[config.mk]
export PLATFORM = sky130hd
export DESIGN_NAME = msc_regs
export DESIGN_NICKNAME = d
export VERILOG_FILES = /design/src/rtl/msc_pkg.sv /design/src/rtl/msc_regs.sv
export SDC_FILE = /design/constraint.sdc
export NUM_CORES = 1
export LEC_CHECK = 0
export BUFFER_PORTS_ARGS = -buffer_cell sky130_fd_sc_hd__buf_2
export CAP_MARGIN = 10
export CORE_MARGIN = 2
export CORE_UTILIZATION = 48
export CTS_CLUSTER_DIAMETER = 40
export CTS_CLUSTER_SIZE = 20
export DETAILED_ROUTE_END_ITERATION = 6
export GPL_TIMING_DRIVEN = 0
export PLACE_DENSITY_LB_ADDON = 0.2
export SETUP_SLACK_MARGIN = 0.02
export SLEW_MARGIN = 20
export SYNTH_ARGS = -nofsm -noshare
export SYNTH_HDL_FRONTEND = slang
export SYNTH_SLANG_ARGS = --single-unit
[constraint.sdc]
create_clock -name clk_sys -period 2.85 [get_ports clk_sys]
set_input_delay 0.57 -clock clk_sys [delete_from_list [all_inputs] [get_ports clk_sys]]
set_output_delay 0.57 -clock clk_sys [all_outputs]
set_load 0.05 [all_outputs]
[src/rtl/msc_pkg.sv]
package msc_pkg;
	// Printed offsets are not all multiples of four, so each offset is kept
	// as a register index and the APB byte address is four times the index.
	localparam logic [15:0] IDX_DBG_ONE = 16'h4020;
	localparam logic [15:0] IDX_DBG_TWO = 16'h5322;
	localparam logic [15:0] IDX_LOCK = 16'h5324;
	localparam logic [15:0] IDX_RAMSZ = 16'h5326;
	localparam logic [15:0] IDX_VEC_LO = 16'h5328;
	localparam logic [15:0] IDX_VEC_HI = 16'h532a;
	localparam logic [15:0] IDX_PSR = 16'h532c;
	localparam int ADDR_W = 18;
	// Unlock key for the protected registers.
	localparam logic [15:0] LOCK_KEY = 16'h0096;
	// Field positions.
	localparam int POS_DBG_ONE = 1;
	localparam int POS_DBG_TWO = 0;
	localparam int POS_DBG_BASE = 8;
	localparam int POS_ACT_SIZE = 4;
	localparam int POS_IRQ_EN = 4;
	localparam int POS_CARRY = 3;
	localparam int POS_OVF = 2;
	localparam int POS_ZERO = 1;
	localparam int POS_NEG = 0;
	// Reset values and fixed field values.
	localparam logic [2:0] RST_RAM_SIZE = 3'h6;
	localparam logic [2:0] ACT_RAM_SIZE = 3'h6;
	localparam logic [7:0] RST_VEC_MID = 8'h80;
	localparam logic [7:0] RST_VEC_HIGH = 8'h00;
	// Debug base addresses chosen by the debug base select bit.
	localparam logic [23:0] DBG_BASE_ONE = 24'h000000;
	localparam logic [23:0] DBG_BASE_ZERO = 24'hfffc00;

	// Live processor status, grouped.
	typedef struct packed {
		logic [2:0] irqLevel;
		logic irqEnable;
		logic carry;
		logic overflow;
		logic zero;
		logic negative;
	} msc_psr_t;

	// All state of the register bank.
	typedef struct packed {
		logic debugRunOne;
		logic debugRunTwo;
		logic [15:0] lockKey;
		logic debugBaseSel;
		logic [2:0] ramSizeSel;
		logic [7:0] vecMid;
		logic [7:0] vecHigh;
		msc_psr_t psr;
		logic [31:0] prdata;
		logic pready;
		logic pslverr;
		logic unlocked;
		logic [23:0] debugBase;
	} msc_state_t;
endpackage : msc_pkg

[src/rtl/msc_regs.sv]
// Local design decision: the APB register port.
`timescale 1ns/1ns
// Overview of operation
// - Register one bit 1 selects run (1) or stop (0) in debug; resets 0.
// - Register two bit 0 run/stop for non-peripheral-clock circuits; reset 0.
// - Writing 0x96 to lock key unlocks later registers; other values relock.
// - RAM size bit 8 picks debug base 0x0 (1) or 0xfffc00 (0).
// - RAM size select resets to 6; bits 6..4 always read actual size 6.
// - Vector base bits 7..0 are read-only zero.
// - Vector base bits 15..8 are read/write, reset 0x80.
// - Vector base bits 23..16 read/write in high register, reset 0.
// - Status mirror shows live interrupt level, read-only, reset 0.
// - Status mirror bit 4 shows interrupt enable, read-only, reset 0.
// - Status mirror bits 3..0 show carry, overflow, zero, negative.
module msc_regs
	import msc_pkg::*;
(
	input wire logic clk_sys,
	input wire logic rstn,
	input wire logic psel,
	input wire logic penable,
	input wire logic pwrite,
	input wire logic [ADDR_W-1:0] paddr,
	input wire logic [31:0] pwdata,
	input wire logic [3:0] pstrb,
	output logic [31:0] prdata,
	output logic pready,
	output logic pslverr,
	input wire msc_psr_t cpuStatus,
	output logic debugRunOne,
	output logic debugRunTwo,
	output logic [2:0] ramSizeSel,
	output logic [23:0] debugBase,
	output logic [23:0] vectorBase,
	output logic unlocked
);
	msc_state_t state_reg;
	msc_state_t state_next;
	logic [15:0] regIdx;
	logic aligned;
	logic setupRd;
	logic setupWr;
	logic accWr;
	logic lowLane;
	logic highLane;

	// Address decode: word index from the byte address.
	assign regIdx = paddr[ADDR_W-1:2];
	assign aligned = (paddr[1:0] == 2'h0);
	assign setupRd = psel && !penable && !pwrite;
	assign setupWr = psel && !penable && pwrite;
	assign accWr = psel && penable && pwrite && state_reg.pready;
	assign lowLane = pstrb[0];
	assign highLane = pstrb[1];

	// Read data is prepared in the setup cycle so the access phase answers
	// with pready high in its first cycle; every transfer has no wait state.
	always_comb begin
		state_next = state_reg;
		state_next.pready = setupRd || setupWr;
		state_next.pslverr = 1'b0;
		if (setupRd || setupWr) begin
			state_next.prdata = 32'h0;
			if (!aligned) begin
				state_next.pslverr = 1'b1;
			end else begin
				unique case (regIdx)
					IDX_DBG_ONE: begin
						state_next.prdata[POS_DBG_ONE] = state_reg.debugRunOne;
					end
					IDX_DBG_TWO: begin
						state_next.prdata[POS_DBG_TWO] = state_reg.debugRunTwo;
					end
					IDX_LOCK: begin
						state_next.prdata[15:0] = state_reg.lockKey;
					end
					IDX_RAMSZ: begin
						state_next.prdata[POS_DBG_BASE] = state_reg.debugBaseSel;
						state_next.prdata[POS_ACT_SIZE +: 3] = ACT_RAM_SIZE;
						state_next.prdata[2:0] = state_reg.ramSizeSel;
					end
					IDX_VEC_LO: begin
						state_next.prdata[15:8] = state_reg.vecMid;
						state_next.prdata[7:0] = 8'h00;
					end
					IDX_VEC_HI: begin
						state_next.prdata[7:0] = state_reg.vecHigh;
					end
					IDX_PSR: begin
						// A read shows the status as it was two cycles before its access edge.
						state_next.prdata[POS_ZERO] = state_reg.psr.zero;
						state_next.prdata[POS_NEG] = state_reg.psr.negative;
						state_next.prdata[POS_CARRY] = state_reg.psr.carry;
						state_next.prdata[POS_OVF] = state_reg.psr.overflow;
						state_next.prdata[POS_IRQ_EN] = state_reg.psr.irqEnable;
						state_next.prdata[7:5] = state_reg.psr.irqLevel;
					end
					default: begin
						// Unmapped word: reads zero and flags an error.
						state_next.pslverr = 1'b1;
					end
				endcase
			end
		end
		// Writes take effect on the access edge with pready high.
		if (accWr && !state_reg.pslverr) begin
			unique case (regIdx)
				IDX_DBG_ONE: begin
					if (lowLane) begin
						state_next.debugRunOne = pwdata[POS_DBG_ONE];
					end
				end
				IDX_DBG_TWO: begin
					if (lowLane) begin
						state_next.debugRunTwo = pwdata[POS_DBG_TWO];
					end
				end
				IDX_LOCK: begin
					// A partial write changes only its byte lanes; the merged key decides the lock.
					if (lowLane) begin
						state_next.lockKey[7:0] = pwdata[7:0];
					end
					if (highLane) begin
						state_next.lockKey[15:8] = pwdata[15:8];
					end
				end
				IDX_RAMSZ: begin
					if (state_reg.unlocked) begin
						if (highLane) begin
							state_next.debugBaseSel = pwdata[POS_DBG_BASE];
						end
						if (lowLane) begin
							state_next.ramSizeSel = pwdata[2:0];
						end
					end
				end
				IDX_VEC_LO: begin
					if (state_reg.unlocked && highLane) begin
						state_next.vecMid = pwdata[15:8];
					end
				end
				IDX_VEC_HI: begin
					if (state_reg.unlocked && lowLane) begin
						state_next.vecHigh = pwdata[7:0];
					end
				end
				default: begin
					// Status mirror and unmapped words ignore writes.
				end
			endcase
		end
		state_next.unlocked = (state_next.lockKey == LOCK_KEY);
		state_next.psr = cpuStatus;
		state_next.debugBase = state_next.debugBaseSel ?
			DBG_BASE_ONE : DBG_BASE_ZERO;
	end

	// Single state register; every field returns to its documented reset.
	always_ff @(posedge clk_sys or negedge rstn) begin
		if (!rstn) begin
			state_reg <= '0;
			state_reg.ramSizeSel <= RST_RAM_SIZE;
			state_reg.vecMid <= RST_VEC_MID;
			state_reg.vecHigh <= RST_VEC_HIGH;
			state_reg.debugBase <= DBG_BASE_ZERO;
		end else begin
			state_reg <= state_next;
		end
	end

	// All outputs come straight from state flip-flops, except vectorBase bits 7..0, which are tied to zero.
	assign prdata = state_reg.prdata;
	assign pready = state_reg.pready;
	assign pslverr = state_reg.pslverr;
	assign debugRunOne = state_reg.debugRunOne;
	assign debugRunTwo = state_reg.debugRunTwo;
	assign ramSizeSel = state_reg.ramSizeSel;
	assign debugBase = state_reg.debugBase;
	assign vectorBase = {state_reg.vecHigh, state_reg.vecMid, 8'h00};
	assign unlocked = state_reg.unlocked;
endmodule : msc_regs

==> run_results.csv <==
group,metric,value,unit
global_route,grt_util_met3,5.62,%
drt,totalWireLength,7.96,mm
critical_path,rrSetupSlack,0.22,ns
final_layout,fill_cells,611,
drt,postRouteAntennaNets,0,
drt,via_per_inst,4.64,
power,power,2060,µW
drt,remaining_drc_errors,0,
cts,postCtsHoldBufs,0,
final_layout,final_nets,531,
synthesis,ys_types,43,
critical_path,critPathArrivalTime,2.95,ns
timing,worst_pin_slew,0.815,ns
worst_hold_path,hold_class,"in2async",
synthesis,synthFlopType,"dfrtp_1",
synthesis,synth_seq_area_share,46.4,%
final_layout,diodes,0,
synthesis,syn_area_per_cell,11.2,µm²
timing,hold_viol_final,0,
global_route,grt_first_pass_wirelength,12.8,mm
die,rows,31,
die,fp.coreArea,7210,µm²
synthesis,ys.warnings.count,0,
timing,skew,0.00570,ns
final_layout,largest_register_ff_count,25,
final_layout,area_delta_synth_final,27.9,%
global_route,grt_pass1_vias,2508,
die,die_y,90.2,µm
timing,fmax,0.368,GHz
critical_path,path_class,"in2reg",
timing,relSlewSlack,45.5,%
final_layout,drive_gt1_share,51.4,%
critical_path,r2r-start,"pready",
critical_path,reg2reg_to,"unlocked",
final_layout,final_cell_area,4570,µm²
timing,maxSlewViolCount,0,
die,pin_count,155,
die,start_util,49.5,%
global_route,antenna_found_initial,0,
power,p_leak,0.00254,µW
synthesis,synth_area,3570,µm²
place,hpwl,6.10,mm
place,io_buffers,101,
die,die_area,8140,µm²
critical_path,endpoint,"vectorBase[22]",
critical_path,end_kind,"register",
place,globalplace.congestion,0.798,
cts,cts_buffers,9,
timing,rsz0062_at_grt,"no",
global_route,met2_usage,31.0,%
cts,cts_tree,"done",
drt,num_vias,2638,
run,max_cap_viol_count,0,
drt,avgRoutedWirePerCell,14.0,µm
critical_path,crit_fanout,9,
power,power_density,452,nW/µm²
synthesis,ys_async_sr_fraction,100,%
cts,cts_buffer_depth,2,
global_route,top_usage_layer,"met2",
cts,cts.reportedPaths.clkPinSlew,0.07,ns
cts,clock-sinks,66,
cts,clockRootBuffer,"clkbuf_8",
global_route,grt_max_degree,45,
synthesis,synth_cells,318,
synthesis,synth_edf_count,0,
global_route,met1_usage,26.9,%
power,vdd_drop_max,307,µV
timing,setup_viol,0,
drt,drt_iter0_drc,166,
global_route,gr-total-overflow,0,
outcome,outcome,"finished clean",
timing,period_share,95.3,%
critical_path,reg2reg_depth,6,
cts,clock_latency,0.35,ns
cts,htreeDepth,3,
drt,drtPass1Iterations,4,
critical_path,required,3.09,ns
place,place_area,4350,µm²
die,fp.dieW,90.2,µm
timing,fin_crit,2.72,ns
critical_path,start_kind,"input port",
critical_path,critPathLaunch,"paddr[9]",
synthesis,yosys_register_bits,66,
global_route,track_usage,20.1,%
worst max-delay path: stages:
cell	delay, ns
buf_2	0.09
or4b_4	0.55
or4_4	0.48
nor4_4	0.49
and3_1	0.24
buf_4	0.19
mux2_1	0.34
routing by layer:
| layer | wire [µm] | vias up | share of wire [%] |
|---|---|---|---|
| met1 | 3540 | 1216 | 44 |
| met4 | 143 | 0 | 1.8 |
| met3 | 664 | 12 | 8.3 |
| li1 | - | 1297 | - |
| met2 | 3610 | 113 | 45 |
| met5 | 0 | - | 0 |
cell usage after synthesis (2+ instances only):
cell	instances	area share (%)
a21oi_1	5	0.70
a221o_1	3	0.84
a221oi_1	2	0.49
a222oi_1	4	1.1
a22o_1	4	0.98
a22oi_1	8	1.7
and2_1	2	0.35
and3_1	7	1.2
buf_4	86	18
clkbuf_1	7	0.74
dfrtp_1	62	43
dfstp_2	4	2.9
inv_1	4	0.42
mux2_1	16	5.0
mux2_2	20	6.3
mux2i_1	6	1.7
nand2_1	15	1.6
nand2b_1	2	0.35
nand3_1	5	0.70
nor2_1	9	0.95
nor2b_1	6	1.1
nor3_1	4	0.56
nor3_2	2	0.56
nor3b_1	3	0.63
nor4_4	2	1.2
o21ai_0	12	1.7
o31ai_1	2	0.42
cell usage in the layout, fill, tap and decap left out, types with 3 or more instances in the layout:
cell type,netlist,layout
mux2i_1,6,6
nor2_1,9,9
nand3_1,5,5
inv_1,4,4
clkbuf_1,7,6
mux2_1,16,16
clkinv_2,0,4
a22o_1,4,4
clkbuf_8,0,10
nand2_1,15,15
nor3b_1,3,3
a221o_1,3,3
nor2b_1,6,5
nor3_1,4,4
a22oi_1,8,8
mux2_2,20,20
o21ai_0,12,12
dfstp_2,4,4
buf_2,0,100
conb_1,1,34
and3_1,7,7
dfrtp_1,62,62
a222oi_1,4,4
a21oi_1,5,5
buf_4,86,87
cell families after synthesis:
group,share of synthesized area (%)
buffers and inverters,19.2
AND/OR/NAND/NOR,12.0
flip-flops,46.4
AO/OA/AOI/OAI,8.55
multiplexers,13.5
XOR/XNOR,0.245
other,0.105
how the worst min path moves through the flow:
stage,startpoint,endpoint,slack (ns),cells past startpoint
after floorplan,rstn,debugRunOne,0.27,0
after CTS,rstn,vectorBase[13],0.11,1
after global placement,state_reg[86],debugBase[22],0.44,1
after detailed placement,state_reg[86],debugBase[22],0.46,1
after global routing,rstn,pslverr,0.13,1
final,rstn,vectorBase[13],0.11,1
area by class of cell:
cell class | count | area, µm² | share of cell area, %
repair buffers | 102 | 528 | 11.6
multi-input cells | 188 | 1350 | 29.6
inverters | 4 | 15.0 | 0.329
clock inverters | 6 | 80.1 | 1.75
clock buffers | 10 | 138 | 3.01
well taps | 99 | 124 | 2.71
plain buffers | 93 | 673 | 14.7
flip-flops and latches | 66 | 1660 | 36.3
power breakdown:
part / internal [µW] / switching, µW
clock: 510 / 364
combinational: 71.8 / 170
sequential: 945 / 3.41
total: 1530 / 537
repair_timing:
action / in CTS / in global routing
setup endpoints to repair: 0 / 21
buffers inserted: 0 / 0
gates resized for setup: 0 / 3
stage by stage:
step / utilization, % / cells / TNS (ns) / hold slack [ns] / setup slack [ns]
finish: 63.3 / 568 / 0 / 0.108 / 0.134
global route: 63.3 / 568 / 0 / 0.131 / 0.0347
CTS: 63.3 / 568 / 0 / 0.111 / 0.0233
detailed placement: 60.2 / 552 / -7.30 / 0.455 / -0.354
global placement: 59.9 / 551 / -6.74 / 0.445 / -0.323
floorplan: - / 351 / 0 / 0.274 / 0.0480
(Power assumes the default switching activity.)
